File: config.mk
export PLATFORM = sky130hd
export DESIGN_NAME = dual_slope_display_sequencer
export DESIGN_NICKNAME = d
export VERILOG_FILES = /design/src/shared/dsds_pkg.sv /design/src/shared/display_if.sv /design/src/logic/dual_slope_display_sequencer.sv /design/src/logic/display_driver.sv
export SDC_FILE = /design/constraint.sdc
export NUM_CORES = 1
export LEC_CHECK = 0
export BUFFER_PORTS_ARGS = -buffer_cell sky130_fd_sc_hd__buf_2
export CORE_MARGIN = 3
export CORE_UTILIZATION = 63
export CTS_CLUSTER_SIZE = 8
export DETAILED_ROUTE_END_ITERATION = 10
export PLACE_DENSITY = 0.92
export SYNTH_ARGS = -nofsm -noshare
export SYNTH_HDL_FRONTEND = slang
export SYNTH_SLANG_ARGS = --single-unit
File: constraint.sdc
create_clock -name clk -period 6.1 [get_ports clk]
set_input_delay 0.915 -clock clk [delete_from_list [all_inputs] [get_ports clk]]
set_output_delay 0.915 -clock clk [all_outputs]
set_load 0.01 [all_outputs]
File: src/shared/dsds_pkg.sv
package dsds_pkg;

  typedef logic [11:0] count_t;
  typedef logic [8:0]  plane_t;

  typedef enum logic [1:0] {
    PH_AUTO_ZERO,
    PH_SIG_INT,
    PH_REF_INT,
    PH_OUT_ZERO
  } phase_e;

  // Oscillator cycles per count, as the last value of a 2-bit divider
  localparam logic [1:0] OSC_DIV_LAST    = 2'h3;
  // Count lengths of the conversion
  localparam count_t     CYCLE_COUNTS    = 12'd4000;
  localparam count_t     SIG_COUNTS      = 12'd1000;
  localparam count_t     REF_MAX_COUNTS  = 12'd2000;
  localparam count_t     ZERO_IN_BASE    = 12'd140;
  localparam count_t     ZERO_OVER       = 12'd640;
  localparam count_t     AZ_RESET_COUNTS = 12'd2860;
  // Slope of the in-range output zero span against the return span
  localparam int         ZERO_SHIFT_A    = 5;
  localparam int         ZERO_SHIFT_B    = 6;
  // Common plane: oscillator divided by 800, toggled every 400 cycles
  localparam plane_t     PLANE_HALF_LAST = 9'd399;
  localparam logic [3:0] BCD_NINE        = 4'h9;

  // Digit to segments, bit order {g,f,e,d,c,b,a}
  function automatic logic [6:0] seven_seg(input logic [3:0] d);
    logic [6:0] s;
    s = 7'h00;
    case (d)
      4'h0: s = 7'h3f;
      4'h1: s = 7'h06;
      4'h2: s = 7'h5b;
      4'h3: s = 7'h4f;
      4'h4: s = 7'h66;
      4'h5: s = 7'h6d;
      4'h6: s = 7'h7d;
      4'h7: s = 7'h07;
      4'h8: s = 7'h7f;
      4'h9: s = 7'h6f;
      default: s = 7'h00;
    endcase
    return s;
  endfunction : seven_seg

endpackage : dsds_pkg

File: src/shared/display_if.sv
interface display_if;
  logic [2:0][3:0] digit;
  logic            thousand;
  logic            negative;
  logic            overrange;
  logic            plane;
  logic            allOn;

  modport source (
    output digit, thousand, negative, overrange, plane, allOn
  );
  modport sink (
    input  digit, thousand, negative, overrange, plane, allOn
  );
endinterface : display_if

File: src/logic/dual_slope_display_sequencer.sv
// Contract
// Decade counters advance once per four oscillator cycles.
// Phases run auto zero, signal integrate, reference integrate, output zero.
// Signal integrate lasts exactly 1000 counts, 4000 oscillator periods.
// Comparator sampled at end of signal integrate latches the sign.
// Reference polarity is opposite the latched input sign.
// Reference integrate counts from zero to crossing, at most 2000 counts.
// Auto zero takes the leftover count, between 300 and 2900.
// Output zero lasts 11 to 640 counts, set by reference span.
// Whole cycle always totals 4000 counts, 16000 oscillator pulses.
// Reference integrate count is the displayed reading, full scale 2000.
// Common plane is the oscillator divided by 800.
// Segment in phase with plane blanks, antiphase lights.
// Minus sign lit while latched sign is negative.
// Force input drives every segment and sign on statically.
// Hold keeps conversions running but freezes the display latch.
// Outside party holds hold input low for continuous updates.
// Output zero 11..140 in range, 31..640 after overrange.
// Auto zero 910.. in range, 300..910 after overrange.
// Three digits drive seven segments; thousands drives one pair output.
// No crossing by 2000 counts flags overrange, shows blanked leading one.
// Each unheld conversion end loads counters into latch, decoded.
module dual_slope_display_sequencer
  import dsds_pkg::*;
(
  input  wire logic  clk,
  input  wire logic  rstn,
  input  wire logic  comparatorOut,
  input  wire logic  hold_reading_input,
  input  wire logic  all_segments_force,
  output logic       autoZeroSwitch,
  output logic       signalSwitch,
  output logic       referenceSwitch,
  output logic       referencePositive,
  output logic       outputZeroSwitch,
  output logic [6:0] unitsSeg,
  output logic [6:0] tensSeg,
  output logic [6:0] hundredsSeg,
  output logic       thousands_one_pair,
  output logic       sign_segment_drive,
  output logic       common_plane_drive
);

  display_if disp ();

  logic [1:0]      compSync_r;
  logic [1:0]      holdSync_r;
  logic [1:0]      forceSync_r;
  logic [1:0]      divCnt_r;
  phase_e          phase_r;
  phase_e          phase_nxt;
  count_t          phaseCnt_r;
  count_t          azSpan_r;
  count_t          zeroSpan_r;
  logic            signNeg_r;
  logic [2:0][3:0] digit_r;
  logic            thou_r;
  logic [2:0][3:0] dispDigit_r;
  logic            dispThou_r;
  logic            dispNeg_r;
  logic            dispOver_r;
  logic            overFlag_r;
  plane_t          planeCnt_r;
  logic            plane_r;

  // Pins pass two flip-flops; only the second stage is read below
  always_ff @(posedge clk or negedge rstn) begin
    if (!rstn) begin
      compSync_r  <= 2'h0;
      holdSync_r  <= 2'h0;
      forceSync_r <= 2'h0;
    end else begin
      compSync_r  <= {compSync_r[0], comparatorOut};
      holdSync_r  <= {holdSync_r[0], hold_reading_input};
      forceSync_r <= {forceSync_r[0], all_segments_force};
    end
  end

  wire compNow  = compSync_r[1];
  wire holdNow  = holdSync_r[1];
  wire forceNow = forceSync_r[1];

  // Count enable: one pulse every four oscillator cycles
  wire countTick = (divCnt_r == OSC_DIV_LAST);

  // Crossing: comparator leaves the level it had when sign was latched
  wire crossing  = (phase_r == PH_REF_INT) && (compNow != signNeg_r);
  wire refFull   = (phaseCnt_r == REF_MAX_COUNTS - 12'd1);
  wire azEnd     = (phaseCnt_r == azSpan_r - 12'd1);
  wire sigEnd    = (phaseCnt_r == SIG_COUNTS - 12'd1);
  wire zeroEnd   = (phaseCnt_r == zeroSpan_r - 12'd1);

  logic phaseEnd;
  always_comb begin
    case (phase_r)
      PH_AUTO_ZERO: phaseEnd = azEnd;
      PH_SIG_INT:   phaseEnd = sigEnd;
      PH_REF_INT:   phaseEnd = crossing || refFull;
      PH_OUT_ZERO:  phaseEnd = zeroEnd;
      default:      phaseEnd = 1'b1;
    endcase
  end

  wire advance = countTick && phaseEnd;

  // Fixed phase order, wrapping into the next conversion
  always_comb begin
    phase_nxt = phase_r;
    if (advance) begin
      case (phase_r)
        PH_AUTO_ZERO: phase_nxt = PH_SIG_INT;
        PH_SIG_INT:   phase_nxt = PH_REF_INT;
        PH_REF_INT:   phase_nxt = PH_OUT_ZERO;
        PH_OUT_ZERO:  phase_nxt = PH_AUTO_ZERO;
        default:      phase_nxt = PH_AUTO_ZERO;
      endcase
    end
  end

  // Spans fixed when reference integrate ends; reference phase of length refLen
  wire    refOver = !crossing;
  count_t refLen;
  count_t zeroIn;
  count_t zeroSpanNew;
  count_t azSpanNew;
  assign refLen      = phaseCnt_r + 12'd1;
  assign zeroIn      = ZERO_IN_BASE - (refLen >> ZERO_SHIFT_A)
                       - (refLen >> ZERO_SHIFT_B);
  assign zeroSpanNew = refOver ? ZERO_OVER : zeroIn;
  // Leftover goes to auto zero so the cycle always sums to 4000
  assign azSpanNew   = CYCLE_COUNTS - SIG_COUNTS - refLen
                       - zeroSpanNew;

  always_ff @(posedge clk or negedge rstn) begin
    if (!rstn) begin
      divCnt_r   <= 2'h0;
      phase_r    <= PH_AUTO_ZERO;
      phaseCnt_r <= 12'd0;
    end else begin
      divCnt_r   <= divCnt_r + 2'h1;
      phase_r    <= phase_nxt;
      if (advance)
        phaseCnt_r <= 12'd0;
      else if (countTick)
        phaseCnt_r <= phaseCnt_r + 12'd1;
    end
  end

  // Sign latch and span registers
  always_ff @(posedge clk or negedge rstn) begin
    if (!rstn) begin
      signNeg_r  <= 1'b0;
      azSpan_r   <= AZ_RESET_COUNTS;
      zeroSpan_r <= ZERO_IN_BASE;
      overFlag_r <= 1'b0;
    end else if (advance) begin
      if (phase_r == PH_SIG_INT)
        signNeg_r <= compNow;
      if (phase_r == PH_REF_INT) begin
        zeroSpan_r <= zeroSpanNew;
        azSpan_r   <= azSpanNew;
        overFlag_r <= refOver;
      end
    end
  end

  // Decade counters run only while deintegrating, cleared on entry
  wire bcdClr = advance && (phase_r == PH_SIG_INT);
  wire bcdInc = countTick && (phase_r == PH_REF_INT) && !crossing;
  logic [3:0]      carry;
  logic [2:0][3:0] digit_nxt;
  assign carry[0] = bcdInc;

  // Next value per decade; one register process keeps a single driver
  genvar i;
  generate
    for (i = 0; i < 3; i++) begin : g_dec
      assign carry[i+1]   = carry[i] && (digit_r[i] == BCD_NINE);
      assign digit_nxt[i] = bcdClr    ? 4'h0 :
                            !carry[i] ? digit_r[i] :
                            (digit_r[i] == BCD_NINE) ? 4'h0
                                                     : digit_r[i] + 4'h1;
    end
  endgenerate

  always_ff @(posedge clk or negedge rstn) begin
    if (!rstn) begin
      digit_r <= '0;
      thou_r  <= 1'b0;
    end else begin
      digit_r <= digit_nxt;
      if (bcdClr)
        thou_r <= 1'b0;
      else if (carry[3])
        thou_r <= 1'b1;
    end
  end

  // Display latch loads at conversion end unless held
  wire loadDisp = advance && (phase_r == PH_OUT_ZERO) && !holdNow;
  always_ff @(posedge clk or negedge rstn) begin
    if (!rstn) begin
      dispDigit_r <= '0;
      dispThou_r  <= 1'b0;
      dispNeg_r   <= 1'b0;
      dispOver_r  <= 1'b0;
    end else if (loadDisp) begin
      dispDigit_r <= digit_r;
      dispThou_r  <= thou_r;
      dispNeg_r   <= signNeg_r;
      dispOver_r  <= overFlag_r;
    end
  end

  // Plane square wave, half period 400 oscillator cycles
  always_ff @(posedge clk or negedge rstn) begin
    if (!rstn) begin
      planeCnt_r <= 9'd0;
      plane_r    <= 1'b0;
    end else if (planeCnt_r == PLANE_HALF_LAST) begin
      planeCnt_r <= 9'd0;
      plane_r    <= ~plane_r;
    end else begin
      planeCnt_r <= planeCnt_r + 9'd1;
    end
  end

  // Switch controls registered from the next phase, so they track phase_r
  always_ff @(posedge clk or negedge rstn) begin
    if (!rstn) begin
      autoZeroSwitch    <= 1'b1;
      signalSwitch      <= 1'b0;
      referenceSwitch   <= 1'b0;
      outputZeroSwitch  <= 1'b0;
      referencePositive <= 1'b0;
    end else begin
      autoZeroSwitch    <= (phase_nxt == PH_AUTO_ZERO);
      signalSwitch      <= (phase_nxt == PH_SIG_INT);
      referenceSwitch   <= (phase_nxt == PH_REF_INT);
      outputZeroSwitch  <= (phase_nxt == PH_OUT_ZERO);
      // Sign settles at the end of signal integrate, on the edge the reference switch closes
      referencePositive <= (advance && phase_r == PH_SIG_INT) ? compNow
                                                              : signNeg_r;
    end
  end

  assign disp.digit     = dispDigit_r;
  assign disp.thousand  = dispThou_r;
  assign disp.negative  = dispNeg_r;
  assign disp.overrange = dispOver_r;
  assign disp.plane     = plane_r;
  assign disp.allOn     = forceNow;

  display_driver u_display (
    .clk              (clk),
    .rstn             (rstn),
    .disp             (disp),
    .unitsSeg         (unitsSeg),
    .tensSeg          (tensSeg),
    .hundredsSeg      (hundredsSeg),
    .thousandsOnePair (thousands_one_pair),
    .signSegmentDrive (sign_segment_drive),
    .commonPlaneDrive (common_plane_drive)
  );

endmodule : dual_slope_display_sequencer

File: src/logic/display_driver.sv
module display_driver
  import dsds_pkg::*;
(
  input  wire logic  clk,
  input  wire logic  rstn,
  display_if.sink    disp,
  output logic [6:0] unitsSeg,
  output logic [6:0] tensSeg,
  output logic [6:0] hundredsSeg,
  output logic       thousandsOnePair,
  output logic       signSegmentDrive,
  output logic       commonPlaneDrive
);

  logic [2:0][6:0] litSeg;
  logic [2:0][6:0] driveSeg;
  logic            thouDrive;
  logic            signDrive;

  // Lit pattern per digit; overrange blanks the lower digits
  genvar i;
  generate
    for (i = 0; i < 3; i++) begin : g_dig
      assign litSeg[i]   = disp.overrange ? 7'h00 :
                           seven_seg(disp.digit[i]);
      // Antiphase lights, in phase blanks; test mode is a static level
      assign driveSeg[i] = disp.allOn ? 7'h7f :
                           ({7{disp.plane}} ^ litSeg[i]);
    end
  endgenerate

  assign thouDrive = disp.allOn ? 1'b1 :
                     (disp.plane ^ (disp.thousand | disp.overrange));
  assign signDrive = disp.allOn ? 1'b1 :
                     (disp.plane ^ disp.negative);

  // Plane and segments share one register stage so they stay aligned
  always_ff @(posedge clk or negedge rstn) begin
    if (!rstn) begin
      unitsSeg         <= 7'h00;
      tensSeg          <= 7'h00;
      hundredsSeg      <= 7'h00;
      thousandsOnePair <= 1'b0;
      signSegmentDrive <= 1'b0;
      commonPlaneDrive <= 1'b0;
    end else begin
      unitsSeg         <= driveSeg[0];
      tensSeg          <= driveSeg[1];
      hundredsSeg      <= driveSeg[2];
      thousandsOnePair <= thouDrive;
      signSegmentDrive <= signDrive;
      commonPlaneDrive <= disp.plane;
    end
  end

endmodule : display_driver

==> Word level (Yosys, flattened, before mapping) <==
Memory sizes are Yosys's and may differ from the RTL's.
Cells that the tools add are included.
{ "op_classes": {"add_sub_neg": 12, "n_eq_ne": 16, "muxes": 27, "n_bitwise": 7, "reduce_logical": 22} }
{ "op_table": {"columns": ["operator", "n"], "rows": [
  ["$mux 7", 6],
  ["$mux 12", 3],
  ["$mux 4", 9],
  ["$eq 12x12->1", 2],
  ["$sub 12x1->12 const B", 2],
  ["$xor 7x7->7", 3],
  ["$add 12x1->12 const B", 1],
  ["$add 4x1->4 const B", 3],
  ["$eq 12x10->1 const B", 1],
  ["$eq 12x11->1 const B", 1],
  ["$eq 4x4->1 const B", 3],
  ["$sub 12x12->12", 1],
  ["$sub 12x12->12 const A", 1],
  ["$eq 2x2->1 const B", 5],
  ["$logic_and 1x1->1", 10],
  ["$reduce_bool 2->1", 5],
  ["$sub 9x7->10", 1],
  ["$add 9x1->9 const B", 1],
  ["$eq 9x9->1 const B", 1],
  ["$mux 9", 1],
  ["$sub 8x7->9 const A", 1],
  ["$pmux 2 s4", 1],
  ["$mux 1", 5],
  ["$eq 2x1->1 const B", 2],
  ["11 further kinds", 15]
]} }
{ "word_totals": {"ff_bits": 115, "mem_bits_ro": 336, "input_bits": 5, "out_inout_bits": 29, "word_cells": 120, "mem_count": 3} }
{ "memory_table": {"columns": ["memory", "depth", "width", "read_ports", "rd_clocked_by_memory_dff", "write_ports", "line_no", "source"], "rows": [
  ["(name not given)", 16, 7, 1, 0, 0, "dsds_pkg.sv:33", "case (d)"],
  ["(name not given)", 16, 7, 1, 0, 0, "dsds_pkg.sv:33", null],
  ["(name not given)", 16, 7, 1, 0, 0, "dsds_pkg.sv:33", null]
]} }

==> Logic depth before layout (Yosys ltp) <==
Gate-level depths: netlist (run 1).
{ "depth": {"ltp_word": 9, "ltp_mapped": 26, "ltp_nobuf": 25} }

==> Hierarchy <==
From an unflattened synthesis (run 1), not the netlist that was laid out.
{ "hier_totals": {"hier_cells": 780, "hier_area_um2": 7477.2} }
{ "by_module_without_submodules": {"columns": ["module", "instances", "cells_per_inst", "area_each_um2", "seq_area_each_um2"], "rows": [
  ["dual_slope_display_sequencer", 1, 626, 5954.5, 2264.7],
  ["display_driver", 1, 154, 1522.7, 600.6]
]} }

==> Worst setup path before layout (run 1) <==
OpenSTA, ideal clock, no wires.
{ "synth_timing": {"path_kind": "register -> register", "start": "register phaseCnt_r[2]", "end": "register azSpan_r[10]", "setup_time_ps": 135, "arrival_ps": 4447, "required_ps": 5965, "setup_slack_ps": 1518, "path_stages_with_launch": 24, "path_buffers": 2, "synth_period_minus_slack_ps": 4582, "path_cell_list": "dfrtp_1 > clkbuf_1 > and4_1 > clkbuf_1 > nand2_1 > nand2_1 > and2_1 > ha_1 > ha_1 > nor2b_1 > o21a_1 > o21ai_0 > nor3b_1 > ha_1 > inv_1 > ha_1 > a21oi_1 > o21bai_1 > a21oi_1 > o21bai_1 > a211o_1 > a31oi_1 > xor2_1 > o21ai_0"} }
{ "synth_between": {"elab_chain_len": 5, "word_cells_on_any_way": 14, "cone_classes": "5 x add/sub; 4 x eq/ne; 2 x mux; 3 x reduce/logical"} }
{ "synth_lines": {"columns": ["element", "line_no", "source"], "rows": [
  ["start, declared", "dual_slope_display_sequencer.sv:52", "count_t phaseCnt_r;"],
  ["start signal, assigned", "dual_slope_display_sequencer.sv:145", "phaseCnt_r <= phaseCnt_r + 12'd1;"],
  ["$add 12x1->12 *", "dual_slope_display_sequencer.sv:126", "assign refLen = phaseCnt_r + 12'd1;"],
  ["$sub 8x7->9", "dual_slope_display_sequencer.sv:127", "assign zeroIn = ZERO_IN_BASE - (refLen >> ZERO_SHIFT_A)"],
  ["$sub 9x7->10 *", "dual_slope_display_sequencer.sv:128", "- (refLen >> ZERO_SHIFT_B);"],
  ["$mux 12 *", "dual_slope_display_sequencer.sv:129", "assign zeroSpanNew = refOver ? ZERO_OVER : zeroIn;"],
  ["net zeroSpanNew[3]", "dual_slope_display_sequencer.sv:124", "count_t zeroSpanNew;"],
  ["$sub 12x12->12 *", "dual_slope_display_sequencer.sv:132", "- zeroSpanNew;"],
  ["end signal, assigned", "dual_slope_display_sequencer.sv:161", "azSpan_r <= azSpanNew;"],
  ["end, declared", "dual_slope_display_sequencer.sv:53", "count_t azSpan_r;"]
]} }
Mark *: on every way through the listed nets, which the timed path passes. The rest lies on a longest branch.
A chain may end at the register's enable or synchronous reset.

==> Worst setup path in the final report (run 1) <==
{ "layout_timing": {"start": "register phaseCnt_r[0]", "end": "register azSpan_r[10]"} }
The elaborated chain is that of the path after synthesis.

==> results.sh, run 1 <==
export IMPL_slew_headroom_pct=29.0
export IMPL_grtUsageMet3_pct=6.84
export IMPL_cts_resized=0
export IMPL_final_cell_mix="104 x dfrtp_1, 87 x nand2_1, 55 x ha_1, 53 x inv_1, 52 x nor2_1"
export IMPL_design_area_sq_um=8220
export IMPL_fin_total_pwr_w=0.00176
export IMPL_skew_ns=0.0108
export IMPL_viasPerCell=6.20
export IMPL_fin_nets=895
export IMPL_drv_slew=0
export IMPL_n_antenna_cell=0
export IMPL_status="finished, final reports clean"
export IMPL_fmax_mhz=192
export IMPL_grt_pass1_vias=5961
export IMPL_synthCells=817
export IMPL_vdd_drop_max_v=0.000143
export IMPL_synth_area_sq_um=7450
export IMPL_grt_util_met1_pct=33.1
export IMPL_worst_slack_ns=0.884
export IMPL_ys_types=66
export IMPL_final_common_cell="dfrtp_1"
export IMPL_cts_hold_fix_buffers=0
export IMPL_fin_crit_ns=5.22
export IMPL_cp_data_arrival_time_ns=5.47
export IMPL_start_kind="register"
export IMPL_grtUsageTotal_pct=27.6
export IMPL_drive_gt1_share_pct=12.4
export IMPL_cts_setup_buffers=0
export IMPL_coreArea_sq_um=11500
export IMPL_ys_warn_count=0
export IMPL_busiest_layer="met2"
export IMPL_finalSetupViolCount=0
export IMPL_grt_overflow_total=0
export IMPL_io_pins=34
export IMPL_cts_tree="done"
export IMPL_initial_utilization_pct=64.7
export IMPL_worst_setup_path_type="reg -> reg"
export IMPL_grt_setup_unrepaired="false"
export IMPL_h_tree_depth=4
export IMPL_synth_edf_count=0
export IMPL_port_buffers=33
export IMPL_grt_max_degree=69
export IMPL_drc=0
export IMPL_synth_area_per_cell_sq_um=9.12
export IMPL_post_route_period_util_pct=85.5
export IMPL_end_kind="register"
export IMPL_gp_congestion=0.921
export IMPL_clk_latency_ns=0.42
export IMPL_synthArstFlopShare_pct=100
export IMPL_dr_total_vias=6136
export IMPL_worst_pin_slew_ns=1.06
export IMPL_power_density_nw_per_um2=214
export IMPL_area_growth_pct=10.3
export IMPL_syn_num_nets=879
export IMPL_path_max_fanout=9
export IMPL_synth_ff_type="dfrtp_1"
export IMPL_post_place_ws_ns=1.00
export IMPL_hold_path_class="reg -> reg"
export IMPL_clk_pin_slew_ns=0.06
export IMPL_drt_initial_drc_count=628
export IMPL_cp_required_ns=6.36
export IMPL_clk_path_buf_depth=2
export IMPL_antenna_found_initial=0
export IMPL_grt_pass1_wl_microns=28800
export IMPL_drt_pass1_iterations=6
export IMPL_wire_per_inst_microns=17.6
export IMPL_wl_microns=17400
export IMPL_synth_seq_cells=114
export IMPL_setup_tns_final_ns=0
export IMPL_seq_area_frac_synth_pct=38.4
export IMPL_die_y_microns=115
export IMPL_numCtsBuffers=17
export IMPL_met2_usage_pct=46.5
export IMPL_cts_sinks=114
export IMPL_dpl_instance_area_sq_um=7640
export IMPL_final_hold_viol_count=0
export IMPL_rows=39
export IMPL_leakagePower_nw=3.62
export IMPL_hpwl_microns=11500
export IMPL_die_area_sq_um=13200
export IMPL_ant_nets=0
export IMPL_maxCapViolations=0
export IMPL_cts_root_buf="clkbuf_16"
export IMPL_die_w_microns=115
cells in the mapped netlist (6+ instances only):
cell,count,area [sq um]
nor2b_1,12,75.1
nor2_1,52,195
xor2_1,28,245
clkbuf_1,31,116
o21bai_1,10,75.1
o21ai_0,49,245
dfstp_2,10,263
o31a_1,6,52.6
nand3_1,17,85.1
inv_1,53,199
mux2_4,9,135
mux2i_1,11,110
nand2b_1,22,138
mux2_1,8,90.1
a31oi_1,10,62.6
nor4_1,12,75.1
nand4_1,6,37.5
nor3b_1,8,60.1
a21oi_1,42,210
nor3_1,30,150
xnor2_1,32,280
ha_1,55,688
a21o_1,6,45.0
and3_1,9,56.3
nand2_1,87,327
or3_1,8,50.1
o22ai_1,7,43.8
dfrtp_1,104,2600
final cells by class:
cell class	count	area [sq um]
well taps	143	179
repair buffers	36	190
fillers	800	3290
multi-input cells	611	4200
flip-flops and latches	114	2870
clock inverters	15	161
inverters	53	199
clock buffers	17	425
cell families (layout without fill, tap and decap cells):
kind of cell | Yosys count | count (layout) | share of synthesized area (%)
adders and majority gates | 57 | 57 | 9.77
and+or+nand+nor | 288 | 288 | 19.7
AOI/OAI and AO/OA | 173 | 173 | 14.6
muxes | 33 | 33 | 5.25
DFF | 114 | 114 | 38.4
buffers and inverters | 92 | 121 | 5.17
xor gates and xnor gates | 60 | 60 | 7.05
worst max-delay path: stages, from the launching register on:
cell	delay [ns]
dfrtp_1	0.49
ha_1	0.44
nand2_1	0.18
nand2_1	0.11
and2_1	0.20
ha_1	0.30
ha_1	0.28
nor2b_1	0.13
o21a_1	0.17
o21ai_0	0.25
nor3b_1	0.42
ha_1	0.31
inv_1	0.07
ha_1	0.26
a21oi_1	0.24
o21bai_1	0.09
a21oi_1	0.23
o21bai_1	0.12
a211o_1	0.30
a31oi_1	0.20
xor2_1	0.16
o21ai_0	0.10
power by group:
group,internal [W],switching [W]
sequential,0.000761,0.00000253
clock,0.000604,0.000372
combinational,0.00000541,0.0000171
flip-flops by register name (all words and copies together) (netlist names), 2 cells and up:
signal                 count
u_display.hundredsSeg      7
u_display.unitsSeg         7
azSpan_r                  12
compSync_r                 2
holdSync_r                 2
zeroSpan_r                11
divCnt_r                   2
digit_r                   12
disp.digit                12
phase_r                    2
u_display.tensSeg          7
forceSync_r                2
planeCnt_r                 9
phaseCnt_r                12
final timing paths:
check                      cells after the start  slack (ns)           start               endpoint
setup / recovery                              21        0.88   phaseCnt_r[0]           azSpan_r[10]
hold / removal                                 0        0.35  forceSync_r[0]         forceSync_r[1]
setup reg to reg                              21        0.88   phaseCnt_r[0]           azSpan_r[10]
hold reg to reg                                0        0.35  forceSync_r[0]         forceSync_r[1]
max in group asynchronous                      2        4.38            rstn          holdSync_r[0]
min in group asynchronous                      1        0.60            rstn  u_display.unitsSeg[3]
per-stage QoR:
stage               instances  util (%)  hold WS, ns
floorplan                 817         -        0.331
global placement          957      66.3        0.332
detailed placement        957      66.3        0.339
CTS                       989      71.4        0.349
global route              989      71.4        0.359
finish                    989      71.4        0.346
layer usage:
layer	vias to the layer above	share of wire, %
met5	-	0
li1	2891	-
met1	2909	40
met4	0	3.8
met3	73	6.2
met2	263	50
(Power assumes the default switching activity.)
==> inputs of run 2 (changes only) <==
--- a/config.mk
+++ b/config.mk
@@ -6,11 +6,12 @@
 export NUM_CORES = 1
 export LEC_CHECK = 0
 export BUFFER_PORTS_ARGS = -buffer_cell sky130_fd_sc_hd__buf_2
-export CORE_MARGIN = 3
+export CORE_MARGIN = 4
 export CORE_UTILIZATION = 63
 export CTS_CLUSTER_SIZE = 8
 export DETAILED_ROUTE_END_ITERATION = 10
 export PLACE_DENSITY = 0.92
+export RECOVER_POWER = 25
 export SYNTH_ARGS = -nofsm -noshare
 export SYNTH_HDL_FRONTEND = slang
 export SYNTH_SLANG_ARGS = --single-unit
==> results.sh, run 2 (synthesis gave the netlist of run 1 again) <==
export IMPL_status="finished with violations"
export IMPL_failed_checks="max-capacitance violations, max-slew violations"
export IMPL_final_common_cell="dfrtp_1"
export IMPL_holdCritStartpoint="compSync_r[0]"
export IMPL_drc=0
export IMPL_end_kind="register"
export IMPL_final_hold_viol_count=0
export IMPL_grt_pass1_vias=5785
export IMPL_finalSetupViolCount=0
export IMPL_wire_per_inst_microns=16.9
export IMPL_cp_data_arrival_time_ns=5.32
export IMPL_ant_nets=0
export IMPL_worst_setup_path_type="reg -> reg"
export IMPL_skew_ns=0.00814
export IMPL_post_route_period_util_pct=82.3
export IMPL_cts_sinks=114
export IMPL_viasPerCell=6.08
export IMPL_grt_max_degree=73
export IMPL_port_buffers=33
export IMPL_die_y_microns=117
export IMPL_internal_power_w=0.00138
export IMPL_numCtsBuffers=17
export IMPL_vdd_drop_max_v=0.000132
export IMPL_drive_gt1_share_pct=12.1
export IMPL_p_sw_share_pct=22.0
export IMPL_min_path_cells=0
export IMPL_worstReg2RegEnd="disp.digit[6]"
export IMPL_area_growth_pct=10.3
export IMPL_p_clk_share_pct=55.6
export IMPL_cts_tree="done"
export IMPL_hpwl_microns=11600
export IMPL_hold_path_end="compSync_r[1]"
export IMPL_clk_latency_ns=0.42
export IMPL_cp_required_ns=6.40
export IMPL_fin_nets=895
export IMPL_fillers=792
export IMPL_cts_setup_buffers=0
export IMPL_coreArea_sq_um=11500
export IMPL_whs_ns=0.345
export IMPL_drt_pass1_iterations=6
export IMPL_die_w_microns=117
export IMPL_pwr_share_comb_pct=1.3
export IMPL_antenna_found_initial=0
export IMPL_cts_hold_fix_buffers=0
export IMPL_drv_slew=109
export IMPL_start_kind="register"
export IMPL_grt_setup_unrepaired="false"
export IMPL_rows=39
export IMPL_grt_overflow_total=0
export IMPL_worst_pin_slew_ns=3.69
export IMPL_clk_path_buf_depth=2
export IMPL_cts_resized=0
export IMPL_n_antenna_cell=0
export IMPL_drt_initial_drc_count=782
export IMPL_initial_utilization_pct=64.7
export IMPL_cts_root_buf="clkbuf_16"
export IMPL_maxCapViolations=2
export IMPL_ff2ff_path_depth=12
export IMPL_grtUsageTotal_pct=26.0
export IMPL_design_area_sq_um=8220
export IMPL_p_switching_w=0.000389
export IMPL_final_cell_mix="104 x dfrtp_1, 87 x nand2_1, 55 x ha_1, 53 x inv_1, 52 x nor2_1"
export IMPL_post_place_ws_ns=1.17
export IMPL_hold_path_class="reg -> reg"
export IMPL_power_density_nw_per_um2=215
export IMPL_leakagePower_nw=3.60
export IMPL_dpl_instance_area_sq_um=7640
export IMPL_clk_pin_slew_ns=0.06
export IMPL_ff2ff_setup_slack_ns=1.08
export IMPL_die_area_sq_um=13600
export IMPL_gp_congestion=0.920
export IMPL_wl_microns=16700
export IMPL_io_pins=34
export IMPL_fmax_mhz=199
export IMPL_grt_pass1_wl_microns=27900
export IMPL_h_tree_depth=4
export IMPL_slew_headroom_pct=-146
export IMPL_path_max_fanout=27
export IMPL_pwr_share_seq_pct=43.1
export IMPL_timing_rr_start="phase_r[1]"
export IMPL_dr_total_vias=6016
export IMPL_setup_tns_final_ns=0
export IMPL_fin_crit_ns=5.02
export IMPL_fin_util_pct=71.4
export IMPL_worst_slack_ns=1.08
[run 2: cell count changes in the layout (fill, tap and decap cells not counted)]
cell,delta
clkinv_2,-2
buf_2,-1
clkinv_4,-3
clkbuf_8,+1
buf_4,-2
clkinvlp_4,+4
clkbuf_1,+3
[run 2: routing by layer]
metal  track usage, %  part of all wire (%)
met2             44.4                    49
met3             5.60                   6.8
met5                0                     0
met1             31.7                    41
met4             11.5                   3.0
[run 2: per-stage QoR]
step                std cells  total power [W]
floorplan                 817         0.000781
global placement          957         0.000800
detailed placement        957         0.000800
CTS                       989          0.00178
global route              989          0.00182
finish                    989          0.00177
[run 2: how the worst max path moves through the flow]
stage                        from            end  slack (ns)  cells after the start
floorplan           phaseCnt_r[2]   azSpan_r[10]        1.52                     23
global placement    phaseCnt_r[0]   azSpan_r[10]        1.32                     21
detailed placement  phaseCnt_r[0]   azSpan_r[10]        1.17                     21
CTS                 phaseCnt_r[3]   azSpan_r[10]        1.13                     22
global route        phaseCnt_r[3]   azSpan_r[10]        0.62                     19
finish                 phase_r[1]  disp.digit[6]        1.08                     12
[run 2: power by group through the flow]
stage / sequential [W] / clock, W / combinational, W
3_3_place_gp: 0.000776 / 0 / 0.0000236
4_1_cts: 0.000763 / 0.000995 / 0.0000242
5_1_grt: 0.000764 / 0.00103 / 0.0000263
3_5_place_dp: 0.000776 / 0 / 0.0000240
2_1_floorplan: 0.000776 / 0 / 0.00000467
6_report: 0.000763 / 0.000983 / 0.0000227
[run 2: final cells by class]
cell class	count	area (sq um)	area share, %
Multi-Input combinational cell	611	4200	51.1
Clock buffer	18	439	5.34
Clock inverter	14	155	1.89
Timing Repair Buffer	36	181	2.21
Tap cell	143	179	2.18
Inverter	53	199	2.42
Sequential cell	114	2870	34.8
[run 2: critical path, stage by stage (launching register included)]
cell      delay (ns)
dfrtp_1         0.46
ha_1            0.88
mux2i_1         0.41
ha_1            0.28
nor4bb_1        0.46
o21ai_0         0.17
nor3b_1         0.17
xnor2_1         0.15
a211oi_1        0.22
nand4_1         0.18
a211o_1         0.43
a211o_1         0.65
mux2_1          0.44
